--- config.mk ---
export PLATFORM = sky130hd
export DESIGN_NAME = dsp_instruction_field_decoder
export DESIGN_NICKNAME = d
export VERILOG_FILES = /design/src/dsp_decode_pkg.sv /design/src/dsp_pointer_unit.sv /design/src/dsp_instruction_field_decoder.sv
export SDC_FILE = /design/constraint.sdc
export NUM_CORES = 2
export LEC_CHECK = 0
export BUFFER_PORTS_ARGS = -buffer_cell sky130_fd_sc_hd__buf_2
export CORE_UTILIZATION = 60
export DETAILED_ROUTE_END_ITERATION = 10
export PLACE_DENSITY = 0.79
export SLEW_MARGIN = 20
export SYNTH_ARGS = -nofsm -noshare
export SYNTH_HDL_FRONTEND = slang
export SYNTH_SLANG_ARGS = --single-unit
--- constraint.sdc ---
create_clock -name clk -period 8 [get_ports clk]
set_input_delay 0.4 -clock clk [delete_from_list [all_inputs] [get_ports clk]]
set_output_delay 0.4 -clock clk [all_outputs]
set_load 0.1 [all_outputs]
--- src/dsp_decode_pkg.sv ---
// Package: instruction field layout and codes
`default_nettype none
package dsp_decode_pkg;
  // ==========================================================================
  // Instruction word layout
  localparam int INSTR_W = 24;
  localparam int DATA_W = 16;
  localparam int PC_W = 11;
  localparam int RP_W = 10;
  localparam int DP_W = 8;
  localparam int TYPE_HI = 23;
  localparam int TYPE_LO = 22;
  localparam logic [1:0] TYPE_OP = 2'h0;
  localparam logic [1:0] TYPE_RT = 2'h1;
  localparam logic [1:0] TYPE_JP = 2'h2;
  localparam logic [1:0] TYPE_LD = 2'h3;
  localparam int ASL_BIT = 15;
  localparam int DPL_HI = 14;
  localparam int DPL_LO = 13;
  localparam int DPH_HI = 12;
  localparam int DPH_LO = 9;
  localparam int RPD_BIT = 8;
  localparam int SRC_HI = 7;
  localparam int SRC_LO = 4;
  localparam int DST_HI = 3;
  localparam int DST_LO = 0;
  localparam int BR_HI = 21;
  localparam int BR_LO = 19;
  localparam int COND_HI = 18;
  localparam int COND_LO = 13;
  localparam int NA_HI = 12;
  localparam int NA_LO = 2;
  localparam int IMM_HI = 21;
  localparam int IMM_LO = 6;
  localparam int DP_LOW_HI = 3;
  localparam int DP_HIGH_LO = 4;
  localparam int DP_BANK_BIT = 6;
  // ==========================================================================
  // Branch class codes
  localparam logic [2:0] BR_JUMP = 3'h4;
  localparam logic [2:0] BR_CALL = 3'h5;
  localparam logic [2:0] BR_COND = 3'h2;
  // Low pointer operations
  localparam logic [1:0] DPL_NOP = 2'h0;
  localparam logic [1:0] DPL_INC = 2'h1;
  localparam logic [1:0] DPL_DEC = 2'h2;
  localparam logic [1:0] DPL_CLR = 2'h3;
  // ==========================================================================
  // Source codes
  localparam logic [3:0] SRC_TRB = 4'h0;
  localparam logic [3:0] SRC_ACCUMULATOR_A = 4'h1;
  localparam logic [3:0] SRC_ACCUMULATOR_B = 4'h2;
  localparam logic [3:0] SRC_TR = 4'h3;
  localparam logic [3:0] SRC_DP = 4'h4;
  localparam logic [3:0] SRC_RP = 4'h5;
  localparam logic [3:0] SRC_ROM = 4'h6;
  localparam logic [3:0] SRC_SGN = 4'h7;
  localparam logic [3:0] SRC_HOST = 4'h8;
  localparam logic [3:0] SRC_HOSTQ = 4'h9;
  localparam logic [3:0] SRC_STAT = 4'hA;
  localparam logic [3:0] SRC_SIM = 4'hB;
  localparam logic [3:0] SRC_SIL = 4'hC;
  localparam logic [3:0] SRC_K = 4'hD;
  localparam logic [3:0] SRC_L = 4'hE;
  localparam logic [3:0] SRC_RAM = 4'hF;
  // Destination codes
  localparam logic [3:0] DST_NONE = 4'h0;
  localparam logic [3:0] DST_ACCUMULATOR_A = 4'h1;
  localparam logic [3:0] DST_ACCUMULATOR_B = 4'h2;
  localparam logic [3:0] DST_TR = 4'h3;
  localparam logic [3:0] DST_DP = 4'h4;
  localparam logic [3:0] DST_RP = 4'h5;
  localparam logic [3:0] DST_HOST = 4'h6;
  localparam logic [3:0] DST_STAT = 4'h7;
  localparam logic [3:0] DST_SOL = 4'h8;
  localparam logic [3:0] DST_SOM = 4'h9;
  localparam logic [3:0] DST_K = 4'hA;
  localparam logic [3:0] DST_KLR = 4'hB;
  localparam logic [3:0] DST_KLM = 4'hC;
  localparam logic [3:0] DST_L = 4'hD;
  localparam logic [3:0] DST_TRB = 4'hE;
  localparam logic [3:0] DST_RAM = 4'hF;
  // Status word bits
  localparam int STAT_RQM_BIT = 15;
  localparam int STAT_DMA_BIT = 11;
  localparam logic [15:0] STAT_RESET = 16'h0000;
  localparam logic [15:0] DATA_ZERO = 16'h0000;
endpackage
`default_nettype wire

--- src/dsp_pointer_unit.sv ---
// Pointer modification unit
`default_nettype none
module dsp_pointer_unit #(
  parameter int DP_W = dsp_decode_pkg::DP_W,
  parameter int RP_W = dsp_decode_pkg::RP_W
) (
  // Clock and reset
  input wire logic clk,
  input wire logic rstn,
  // Control
  input wire logic step,
  input wire logic [1:0] pointer_low_op,
  input wire logic [3:0] pointer_high_mask,
  input wire logic rom_pointer_step,
  input wire logic load_dp,
  input wire logic load_rp,
  input wire logic [15:0] bus_value,
  // Pointers
  output logic [DP_W-1:0] data_pointer,
  output logic [RP_W-1:0] rom_pointer
);
  logic [3:0] low_nibble;
  logic [3:0] next_low;

  // ==========================================================================
  // Low pointer arithmetic on bits 3..0
  assign low_nibble = data_pointer[dsp_decode_pkg::DP_LOW_HI:0];
  always_comb
  begin
    case (pointer_low_op)
      dsp_decode_pkg::DPL_INC: next_low = low_nibble + 4'h1;
      dsp_decode_pkg::DPL_DEC: next_low = low_nibble - 4'h1;
      dsp_decode_pkg::DPL_CLR: next_low = 4'h0;
      default: next_low = low_nibble;
    endcase
  end

  // Data pointer: a bus move wins over modification; applied at cycle end
  always_ff @(posedge clk or negedge rstn)
  begin
    if (!rstn)
      data_pointer <= '0;
    else if (load_dp)
      data_pointer <= bus_value[DP_W-1:0];
    else if (step)
      data_pointer <= {data_pointer[7:4] ^ pointer_high_mask, next_low};
  end

  // ROM pointer step
  always_ff @(posedge clk or negedge rstn)
  begin
    if (!rstn)
      rom_pointer <= '0;
    else if (load_rp)
      rom_pointer <= bus_value[RP_W-1:0];
    else if (step && rom_pointer_step)
      rom_pointer <= rom_pointer - RP_W'(1);
  end
endmodule
`default_nettype wire

--- src/dsp_instruction_field_decoder.sv ---
// Instruction decoder and data-move core
// ============================================================================
// Behaviour
// - Branch bits 100 jump, 101 call, 010 conditional jump.
// - Taken branch loads PC from next address, else PC plus one.
// - Load-immediate writes 16-bit value to destination-coded register.
// - Low pointer op: keep, increment, decrement or clear bits 3..0.
// - High mask is XORed into data pointer bits 7..4.
// - ROM pointer step bit 1 decrements ROM pointer by one.
// - Source code selects which register drives the internal bus.
// - Source code 0 still drives temp register B onto the bus.
// - Quiet host read sets neither request flag nor DMA request.
// - MSB-first serial read: first received bit lands in MSB.
// - Reversed serial read: first received bit lands in LSB.
// - Destination code routes the bus value to the selected target.
// - LSB-first serial out shifts least significant bit first.
// - MSB-first serial out shifts most significant bit first.
// - Dual bus/ROM load: bus to factor one, ROM to factor two.
// - Dual RAM/bus load: RAM at pointer with bit 6 set, bus to two.
// - Accumulator both ALU target and move destination: ALU suppressed.
// - Pointer changes apply at cycle end after the move used them.
// - Internal host data access sets request flag; host access clears.
`default_nettype none
module dsp_instruction_field_decoder #(
  parameter int DATA_W = dsp_decode_pkg::DATA_W,
  parameter int PC_W = dsp_decode_pkg::PC_W,
  parameter int RAM_DEPTH = 256
) (
  // Clock and reset
  input wire logic clk,
  input wire logic rstn,
  // Instruction stream
  input wire logic [23:0] instruction,
  input wire logic instr_valid,
  input wire logic condition_true,
  output logic [PC_W-1:0] program_counter,
  output logic call_push,
  // ROM data port, addressed by the ROM pointer
  input wire logic [15:0] rom_data,
  output logic [9:0] rom_pointer,
  // ALU result and select
  input wire logic [15:0] alu_result,
  input wire logic alu_op_active,
  output logic accumulator_select,
  output logic alu_enable,
  // Host side of the host data register
  input wire logic host_write,
  input wire logic host_read,
  input wire logic [15:0] host_wdata,
  output logic [15:0] host_data_reg,
  output logic host_request_flag,
  output logic dma_request,
  // Serial input word, filled first bit at bit 0 onward
  input wire logic [15:0] serial_in_word,
  input wire logic [3:0] serial_in_count,
  // Serial output
  output logic [15:0] serial_out_word,
  output logic serial_out_load,
  output logic serial_out_lsb_first,
  // Visible state
  output logic [15:0] internal_bus,
  output logic [15:0] accumulator_a,
  output logic [15:0] accumulator_b,
  output logic [15:0] factor_one,
  output logic [15:0] factor_two,
  output logic [15:0] status_reg,
  output logic [7:0] data_pointer
);
  // ==========================================================================
  // Field extraction
  logic [1:0] instr_type;
  logic [2:0] branch_code;
  logic [PC_W-1:0] next_address;
  logic [15:0] immediate_value;
  logic [1:0] pointer_low_op;
  logic [3:0] pointer_high_mask;
  logic rom_pointer_step;
  logic [3:0] source_select;
  logic [3:0] dest_select;
  logic is_op;
  logic is_ld;
  logic is_jp;
  logic [15:0] temp_reg_a;
  logic [15:0] temp_reg_b;
  logic [15:0] sign_reg;
  logic [15:0] move_value;
  logic [15:0] serial_in_msb_first;
  logic [15:0] serial_in_reversed;
  logic [15:0] ram [RAM_DEPTH];
  logic [7:0] bank_address;
  logic move_dst_acc;
  logic host_internal_access;

  assign instr_type = instruction[dsp_decode_pkg::TYPE_HI:dsp_decode_pkg::TYPE_LO];
  assign is_op = instr_valid && (instr_type == dsp_decode_pkg::TYPE_OP || instr_type == dsp_decode_pkg::TYPE_RT);
  assign is_ld = instr_valid && instr_type == dsp_decode_pkg::TYPE_LD;
  assign is_jp = instr_valid && instr_type == dsp_decode_pkg::TYPE_JP;
  assign branch_code = instruction[dsp_decode_pkg::BR_HI:dsp_decode_pkg::BR_LO];
  assign next_address = instruction[dsp_decode_pkg::NA_HI:dsp_decode_pkg::NA_LO];
  assign immediate_value = instruction[dsp_decode_pkg::IMM_HI:dsp_decode_pkg::IMM_LO];
  assign accumulator_select = instruction[dsp_decode_pkg::ASL_BIT];
  assign pointer_low_op = instruction[dsp_decode_pkg::DPL_HI:dsp_decode_pkg::DPL_LO];
  assign pointer_high_mask = instruction[dsp_decode_pkg::DPH_HI:dsp_decode_pkg::DPH_LO];
  assign rom_pointer_step = instruction[dsp_decode_pkg::RPD_BIT];
  assign source_select = instruction[dsp_decode_pkg::SRC_HI:dsp_decode_pkg::SRC_LO];
  // Load-immediate shares the destination encoding of the operation form
  assign dest_select = (is_op || is_ld) ? instruction[dsp_decode_pkg::DST_HI:dsp_decode_pkg::DST_LO]
                                        : dsp_decode_pkg::DST_NONE;

  // Bit reversal used by the MSB-first serial view only
  function automatic logic [15:0] reverse16(input logic [15:0] value);
    for (int i = 0; i < 16; i++)
      reverse16[i] = value[15-i];
  endfunction

  // ==========================================================================
  // Serial input views; the shifter fills bit 0 first
  assign serial_in_reversed = serial_in_word;
  assign serial_in_msb_first = reverse16(serial_in_word);

  // Source mux; code 0 is never an idle bus
  always_comb
  begin
    case (source_select)
      dsp_decode_pkg::SRC_TRB: move_value = temp_reg_b;
      dsp_decode_pkg::SRC_ACCUMULATOR_A: move_value = accumulator_a;
      dsp_decode_pkg::SRC_ACCUMULATOR_B: move_value = accumulator_b;
      dsp_decode_pkg::SRC_TR: move_value = temp_reg_a;
      dsp_decode_pkg::SRC_DP: move_value = {8'h00, data_pointer};
      dsp_decode_pkg::SRC_RP: move_value = {6'h00, rom_pointer};
      dsp_decode_pkg::SRC_ROM: move_value = rom_data;
      dsp_decode_pkg::SRC_SGN: move_value = sign_reg;
      dsp_decode_pkg::SRC_HOST: move_value = host_data_reg;
      dsp_decode_pkg::SRC_HOSTQ: move_value = host_data_reg;
      dsp_decode_pkg::SRC_STAT: move_value = status_reg;
      dsp_decode_pkg::SRC_SIM: move_value = serial_in_msb_first;
      dsp_decode_pkg::SRC_SIL: move_value = serial_in_reversed;
      dsp_decode_pkg::SRC_K: move_value = factor_one;
      dsp_decode_pkg::SRC_L: move_value = factor_two;
      default: move_value = ram[data_pointer];
    endcase
  end

  // Load-immediate drives its value onto the bus
  assign internal_bus = is_ld ? immediate_value : (is_op ? move_value : dsp_decode_pkg::DATA_ZERO);

  // ==========================================================================
  // ALU suppression when the selected accumulator is also the move target
  assign move_dst_acc = (dest_select == dsp_decode_pkg::DST_ACCUMULATOR_A && !accumulator_select) ||
                        (dest_select == dsp_decode_pkg::DST_ACCUMULATOR_B && accumulator_select);
  assign alu_enable = is_op && alu_op_active && !move_dst_acc;

  // Accumulators: the move supersedes the ALU result
  always_ff @(posedge clk or negedge rstn)
  begin
    if (!rstn)
      accumulator_a <= dsp_decode_pkg::DATA_ZERO;
    else if (dest_select == dsp_decode_pkg::DST_ACCUMULATOR_A)
      accumulator_a <= internal_bus;
    else if (alu_enable && !accumulator_select)
      accumulator_a <= alu_result;
  end

  always_ff @(posedge clk or negedge rstn)
  begin
    if (!rstn)
      accumulator_b <= dsp_decode_pkg::DATA_ZERO;
    else if (dest_select == dsp_decode_pkg::DST_ACCUMULATOR_B)
      accumulator_b <= internal_bus;
    else if (alu_enable && accumulator_select)
      accumulator_b <= alu_result;
  end

  // Sign of the last ALU result on A
  always_ff @(posedge clk or negedge rstn)
  begin
    if (!rstn)
      sign_reg <= dsp_decode_pkg::DATA_ZERO;
    else if (alu_enable && !accumulator_select)
      sign_reg <= {16{alu_result[DATA_W-1]}};
  end

  // Temporary registers
  always_ff @(posedge clk or negedge rstn)
  begin
    if (!rstn)
    begin
      temp_reg_a <= dsp_decode_pkg::DATA_ZERO;
      temp_reg_b <= dsp_decode_pkg::DATA_ZERO;
    end
    else
    begin
      if (dest_select == dsp_decode_pkg::DST_TR)
        temp_reg_a <= internal_bus;
      if (dest_select == dsp_decode_pkg::DST_TRB)
        temp_reg_b <= internal_bus;
    end
  end

  // ==========================================================================
  // Multiplier factors and dual loads
  assign bank_address = {data_pointer[7], 1'b1, data_pointer[5:0]};
  always_ff @(posedge clk or negedge rstn)
  begin
    if (!rstn)
    begin
      factor_one <= dsp_decode_pkg::DATA_ZERO;
      factor_two <= dsp_decode_pkg::DATA_ZERO;
    end
    else
    begin
      case (dest_select)
        dsp_decode_pkg::DST_K: factor_one <= internal_bus;
        dsp_decode_pkg::DST_L: factor_two <= internal_bus;
        dsp_decode_pkg::DST_KLR:
        begin
          factor_one <= internal_bus;
          factor_two <= rom_data;
        end
        dsp_decode_pkg::DST_KLM:
        begin
          factor_one <= ram[bank_address];
          factor_two <= internal_bus;
        end
        default:
        begin
          factor_one <= factor_one;
          factor_two <= factor_two;
        end
      endcase
    end
  end

  // Data RAM, written at the pre-update pointer
  always_ff @(posedge clk)
  begin
    if (dest_select == dsp_decode_pkg::DST_RAM)
      ram[data_pointer] <= internal_bus;
  end

  // ==========================================================================
  // Host data register and request flag; the set wins over a host clear
  assign host_internal_access = (is_op && source_select == dsp_decode_pkg::SRC_HOST) ||
                                dest_select == dsp_decode_pkg::DST_HOST;
  always_ff @(posedge clk or negedge rstn)
  begin
    if (!rstn)
      host_data_reg <= dsp_decode_pkg::DATA_ZERO;
    else if (dest_select == dsp_decode_pkg::DST_HOST)
      host_data_reg <= internal_bus;
    else if (host_write)
      host_data_reg <= host_wdata;
  end

  always_ff @(posedge clk or negedge rstn)
  begin
    if (!rstn)
      host_request_flag <= 1'b0;
    else if (host_internal_access)
      host_request_flag <= 1'b1;
    else if (host_write || host_read)
      host_request_flag <= 1'b0;
  end

  // DMA request follows the flag only in DMA mode
  assign dma_request = host_request_flag && status_reg[dsp_decode_pkg::STAT_DMA_BIT];

  // Status word; the request bit copies the flag one cycle later
  always_ff @(posedge clk or negedge rstn)
  begin
    if (!rstn)
      status_reg <= dsp_decode_pkg::STAT_RESET;
    else if (dest_select == dsp_decode_pkg::DST_STAT)
      status_reg <= {host_request_flag, internal_bus[14:0]};
    else
      status_reg[dsp_decode_pkg::STAT_RQM_BIT] <= host_request_flag;
  end

  // ==========================================================================
  // Serial output staging
  always_ff @(posedge clk or negedge rstn)
  begin
    if (!rstn)
    begin
      serial_out_word <= dsp_decode_pkg::DATA_ZERO;
      serial_out_load <= 1'b0;
      serial_out_lsb_first <= 1'b0;
    end
    else
    begin
      serial_out_load <= dest_select == dsp_decode_pkg::DST_SOL || dest_select == dsp_decode_pkg::DST_SOM;
      if (dest_select == dsp_decode_pkg::DST_SOL)
      begin
        serial_out_word <= internal_bus;
        serial_out_lsb_first <= 1'b1;
      end
      else if (dest_select == dsp_decode_pkg::DST_SOM)
      begin
        serial_out_word <= internal_bus;
        serial_out_lsb_first <= 1'b0;
      end
    end
  end

  // ==========================================================================
  // Program counter and branch classes
  always_ff @(posedge clk or negedge rstn)
  begin
    if (!rstn)
    begin
      program_counter <= '0;
      call_push <= 1'b0;
    end
    else
    begin
      call_push <= is_jp && branch_code == dsp_decode_pkg::BR_CALL;
      if (is_jp && (branch_code == dsp_decode_pkg::BR_JUMP || branch_code == dsp_decode_pkg::BR_CALL ||
                    (branch_code == dsp_decode_pkg::BR_COND && condition_true)))
        program_counter <= next_address;
      else if (instr_valid)
        program_counter <= program_counter + PC_W'(1);
    end
  end

  // Pointer unit, updated after the move
  dsp_pointer_unit u_pointers (
    .clk(clk),
    .rstn(rstn),
    .step(is_op),
    .pointer_low_op(pointer_low_op),
    .pointer_high_mask(pointer_high_mask),
    .rom_pointer_step(rom_pointer_step),
    .load_dp(dest_select == dsp_decode_pkg::DST_DP),
    .load_rp(dest_select == dsp_decode_pkg::DST_RP),
    .bus_value(internal_bus),
    .data_pointer(data_pointer),
    .rom_pointer(rom_pointer)
  );

  logic unused_count;
  assign unused_count = ^serial_in_count;
endmodule
`default_nettype wire

# ---- Word level (Yosys, flattened, before mapping)
# Memory sizes are Yosys's and may differ from the RTL's.
# Index checks and enable logic that the tools add are counted.
dict set report word_totals {
  register_bits 178
  ram_bits 4096
  in_bits 99
  output_inout_bits 164
  elab_cells 132
  memories 1
}
dict set report classes {
  add_sub_neg 4
  eq_ne 38
  n_mux 27
  n_bitwise 1
  reduce_logical 42
}
# memory words width read_ports rd_ports_with_merged_regs write_ports line
set memory_table {}
lappend memory_table {ram 256 16 2 0 1 dsp_instruction_field_decoder.sv:89} ;# logic [15:0] ram [RAM_DEPTH];
# cell n
set op_table {}
lappend op_table {{case mux 16 bit (14 select lines)} 1}
lappend op_table {{2-to-1 mux 16 bit} 10}
lappend op_table {{case mux 16 bit (2 select lines)} 2}
lappend op_table {{== test 4 bit (second input constant)} 15}
lappend op_table {{== test 4 x 3 -> 1 bit (second input constant)} 8}
lappend op_table {{2-to-1 mux 11 bit} 2}
lappend op_table {{2-to-1 mux 10 bit} 2}
lappend op_table {{nonzero test 2 bit} 10}
lappend op_table {{== test 4 x 2 -> 1 bit (second input constant)} 4}
lappend op_table {{2-to-1 mux 8 bit} 2}
lappend op_table {{logical AND 1 bit} 15}
lappend op_table {{case mux 4 bit (3 select lines)} 1}
lappend op_table {{adder 11 x 1 -> 11 bit (second input constant)} 1}
lappend op_table {{subtractor 10 x 1 -> 10 bit (second input constant)} 1}
lappend op_table {{== test 2 bit (second input constant)} 4}
lappend op_table {{== test 4 x 1 -> 1 bit (second input constant)} 2}
lappend op_table {{logical OR 1 bit} 8}
lappend op_table {{== test 3 bit (second input constant)} 2}
lappend op_table {{2-to-1 mux 1 bit} 6}
lappend op_table {{OR reduction 2 bit} 3}
lappend op_table {{adder 4 x 1 -> 4 bit (second input constant)} 1}
lappend op_table {{== test 2 x 1 -> 1 bit (second input constant)} 2}
lappend op_table {{zero test 4 bit} 1}
lappend op_table {{2-to-1 mux 4 bit} 1}
lappend op_table {{7 further kinds} 8}

# ---- Depth between registers and ports, before layout
dict set report depth {
  word_depth 13
  ltp_mapped 15
  depth_no_buf 9
}

# ---- Hierarchy
# Synthesis repeated with hierarchy kept, for this count alone.
dict set report unflattened {
  hier_cells 8665
  hier_area_um2 167639.5
}
# mod n_inst cells_per_inst area_each_um2 seq_area_each_um2
set modules_own_cells {}
lappend modules_own_cells {dsp_instruction_field_decoder 1 8549 166616.0 127001.8}
lappend modules_own_cells {dsp_pointer_unit 1 116 1023.5 450.4}

# ---- Worst setup path before layout
# No wires, ideal clock.
dict set report synth_path {
  kind {register -> register}
  from {reg u_pointers.data_pointer[0]}
  to {mem ram[0][0], data pin}
  arrival_ps 7555
  required_ps 6866
  path_slack_ps -688
  path_stages_with_launch 12
  path_buffers 6
  synth_period_minus_slack_ps 8688
  path_cell_list {dfrtp_1 buf_6 buf_6 buf_6 buf_6 buf_2 buf_2 a22oi_1 o22a_1 a31oi_1 nand2_1 o211ai_2}
}
dict set report synth_via {
  elab_chain_cells 4
}
# element line
set synth_lines {}
lappend synth_lines {{start, declared} dsp_pointer_unit.sv:19} ;# output logic [DP_W-1:0] data_pointer,
lappend synth_lines {{start signal, assigned} dsp_pointer_unit.sv:44} ;# data_pointer <= bus_value[DP_W-1:0];
lappend synth_lines {{start signal, assigned} dsp_pointer_unit.sv:46} ;# data_pointer <= {data_pointer[7:4] ^ pointer_high_mask, next_low};
lappend synth_lines {{memory read (256 x 16 bit)} -}
lappend synth_lines {{case mux 16 bit (14 select lines) (*)} dsp_instruction_field_decoder.sv:124} ;# case (source_select)
lappend synth_lines {{2-to-1 mux 16 bit (*) (2 in a row)} dsp_instruction_field_decoder.sv:145} ;# assign internal_bus = is_ld ? immediate_value : (is_op ? move_value : dsp_decode_pkg::DATA_ZERO);
lappend synth_lines {{named net internal_bus[0]} dsp_instruction_field_decoder.sv:61} ;# output logic [15:0] internal_bus,
lappend synth_lines {{end, declared} dsp_instruction_field_decoder.sv:89}
# Mark *: on every way through the listed nets, which the timed path passes. The rest lies on a longest branch.

# ---- Worst setup path in the final report
dict set report layout_path {
  from {reg u_pointers.data_pointer[0]}
  to {out internal_bus[11]}
}
dict set report layout_via {
  elab_chain_cells 4
}
# element line
set layout_lines {}
lappend layout_lines {{memory read (256 x 16 bit)} -}
lappend layout_lines {{case mux 16 bit (14 select lines)} dsp_instruction_field_decoder.sv:124}
lappend layout_lines {{2-to-1 mux 16 bit (2 in a row)} dsp_instruction_field_decoder.sv:145}
lappend layout_lines {{end, declared} dsp_instruction_field_decoder.sv:61}
# No other way between the ends.

==> qor.yml <==
status:
  outcome: "completed"
placed_design:
  dp_hpwl_um: 305200
  post-place-ws_ns: 1.036
  post_dp_cell_area_um2: 175600
  place.gp.congestion: 0.9425
  port_buffers: 258
die:
  die_w_um: 530.6
  core_um2: 277200
  start_util_pct: 60.48
  dieArea_um2: 281600
  die_h_um: 530.6
  rows: 193
  io_pins: 263
critical_path:
  endpoint_kind: "output port"
  regToRegEndpoint: "ram[25][11]"
  cpMostUsedCell: "a31oi_1"
  path_max_fanout: 100
  crit_start: "u_pointers.data_pointer[0]"
  cp_slowest_cell: "dfrtp_4"
  cp.required_ns: 7.60
  startpoint_type: "flop"
  r2r_start: "u_pointers.data_pointer[0]"
  critical_path_class: "flop to output port"
  worst_ep_arrival_time_ns: 7.49
  reg2reg_depth: 11
  r2r_slack_ns: 0.91
  path_cells: "buf_12, and2_4, buf_4, a22oi_1, a31oi_1, nand3_1, nor3_2, a31oi_1, a21oi_1, inv_8, buf_2"
  max_stage_delay_ns: 1.06
synth:
  ys_top_cells_by_area: "edfxtp_1 73%, mux4_2 9.6%, mux2i_1 3.9%"
  syn_inst: 8561
  synthDominantCellAreaShare_pct: 73.36
  async_flop_share_pct: 4.165
  yosys.area_share.xor_xnor_pct: 0.06791
  synth.largest_area_cell: "edfxtp_1"
  ys_types: 94
  synthSimpleGateAreaFrac_pct: 3.356
  synth_edf_count: 4096
  syn_nets: 8665
  synth.most_common_cell: "edfxtp_1"
  synth-compound-area-share_pct: 4.733
  synth_warnings: 0
  muxShareOfSynthArea_pct: 13.99
  ys_top_cells_by_count: "4096 x edfxtp_1, 711 x mux4_2, 655 x mux2i_1, 349 x nor2_1, 319 x a22oi_1"
  synth_area_um2: 167700
  ys_ff_latch: 4274
  synth.avg_cell_area_um2: 19.59
  synth.yosys.seq_area_share_pct: 76.01
  synth-main-ff-cell: "edfxtp_1"
  synth_top_family_by_area: "multiplexers"
  synth_adder_area_share_pct: 0.04179
power_and_ir_drop:
  powerDensity_nw_per_um2: 306.4
  clkPwrFrac_pct: 33.0
  p_comb_share_pct: 22.6
  p_switching_mw: 18.10
  ir_drop_v: 0.0002167
  leakage_nw: 61.55
  pwr-share-seq_pct: 44.3
  swShare_pct: 31.15
  power.internal_mw: 40.00
sta:
  max_slew_margin_pct: 10.75
  slew_violations: 0
  setup_viol: 0
  setup_slack_ns: 0.1081
  period_minus_slack_ns: 7.892
  hold_viol_final: 0
  tightest_slew_ns: 1.327
  finalCritPeriodShare_pct: 98.65
  fin_worst_skew_ns: 0.06993
  rsz0062_at_grt: "no"
  max_freq_mhz: 126.7
  totalNegativeSetupSlack_ns: 0
clocking:
  clock_path_buffers: 4
  cts_setup_buffers: 0
  cts_root_buffer: "clkbuf_16"
  path_clk_slew_ns: 0.06
  clk_latency_ns: 0.96
  cts.sinks: 4274
  cts_buffers: 402
  htreeDepth: 5
  tritoncts: "yes"
global_routing:
  grt_max_degree: 193
  grt_pass1_wl_um: 712600
  antenna_found_initial: 43
  grt_pass1_vias: 93542
  grt_use_total_pct: 36.55
  grt_overflow_total: 0
job:
  max_cap_viol_count: 0
detailed_routing:
  ant_nets: 0
  drt-pass1-iter-count: 7
  vias: 97053
  viasPerCell: 7.267
  routed_wl_um: 516400
  drtIter0Drc: 17654
  route.detailed.drc: 0
  post_drt_wl_per_cell_um: 38.67
hold_path:
  hold_depth: 6
  hold_class: "input port to flop"
  hold_end: "u_pointers.rom_pointer[2]"
  holdCritStartpoint: "instruction[23]"
cells_and_area:
  nNetsFinal: 9399
  syn2layout_area_growth_pct: 13.10
  largest-register: "ram"
  utilization_pct: 68.41
  final_area_um2: 189600
  largest_register_ffs: 4096
  drive_above_1_share_pct: 23.56
## critical path, delay by kind of cell, from the launching register on
| family | cells | cell delay, ns |
|---|---|---|
| AO/OA/AOI/OAI | 4 | 1.84 |
| buffers and inverters | 4 | 1.64 |
| AND/OR/NAND/NOR | 3 | 1.79 |
| flip-flops | 1 | 1.06 |
## worst max path at each step
stage	endpoint	slack, ns
4_1_cts	internal_bus[11]	0.01
3_5_place_dp	ram[25][11]	1.04
5_1_grt	internal_bus[11]	0.21
2_1_floorplan	ram[0][15]	0.18
3_3_place_gp	ram[17][11]	1.15
6_report	internal_bus[11]	0.11
## cells in the final DEF (no fill, tap or decap), types with 55 or more instances in the layout
cell / synthesis / layout
a22oi_1: 319 / 319
mux2i_1: 655 / 655
dfrtp_1: 178 / 170
clkinv_1: 1 / 93
nor2_1: 349 / 332
nand4_1: 56 / 56
clkbuf_1: 222 / 70
a221oi_1: 55 / 55
clkinv_2: 0 / 74
o21ai_0: 106 / 106
buf_4: 47 / 494
edfxtp_1: 4096 / 4096
a31oi_1: 82 / 80
nand2_1: 240 / 235
a22o_1: 74 / 74
mux2_2: 62 / 62
mux4_2: 711 / 711
nand3_1: 234 / 233
a21oi_1: 127 / 126
o22ai_1: 102 / 102
buf_2: 185 / 257
dlygate4sd3_1: 0 / 75
clkbuf_16: 0 / 407
## through the flow
stage	total power [mW]	std cells	hold WS, ns
after CTS	57.66	13326	0.002576
after global routing	59.07	13335	0.07192
final	58.10	13355	0.06132
after floorplan	34.07	8561	0.1044
after global placement	38.54	12518	0.3708
after detailed placement	38.75	12518	0.3749
## metal layers
metal  track usage, %  up-vias  wire length (um)
met5                0        -               239
met4            20.90       34             35390
met3            11.44     1655             79770
met2            54.16     9239            230100
met1            48.35    49157            170900
li1                 -    36968                 -
## power groups by stage
stage | clock [mW] | combinational (mW) | sequential (mW)
floorplan | 0 | 6.77 | 27.3
global placement | 0 | 12.4 | 26.2
detailed placement | 0 | 12.6 | 26.2
CTS | 19.2 | 12.8 | 25.7
global route | 20.0 | 13.4 | 25.7
finish | 19.2 | 13.1 | 25.8
## cells by family (layout without fill, tap and decap cells)
| logic type | Yosys count | in the layout |
|---|---|---|
| flops | 4274 | 4274 |
| mux | 1435 | 1435 |
| simple gates | 1157 | 1157 |
| compound gates | 1110 | 1110 |
| buf+inv | 567 | 1629 |
| xor+xnor | 13 | 13 |
| fa+ha+maj | 5 | 5 |
| other cells | 0 | 27 |
## layout make-up
class,instances,area (um2)
flip-flops and latches,4274,127500
fillers,16335,87580
multi-input cells,3720,37540
clock buffers,483,10520
repair buffers,874,6711
well taps,3705,4636
clock inverters,249,2529
inverters,23,168.9
diodes,27,67.56
## what timing repair did
action                                  CTS  global route
hold buffers                             76             0
hold endpoints to repair                136             0
endpoints found under the setup margin    0             1
gates resized for setup                   0             1
Power figures use the tool's default switching activity.
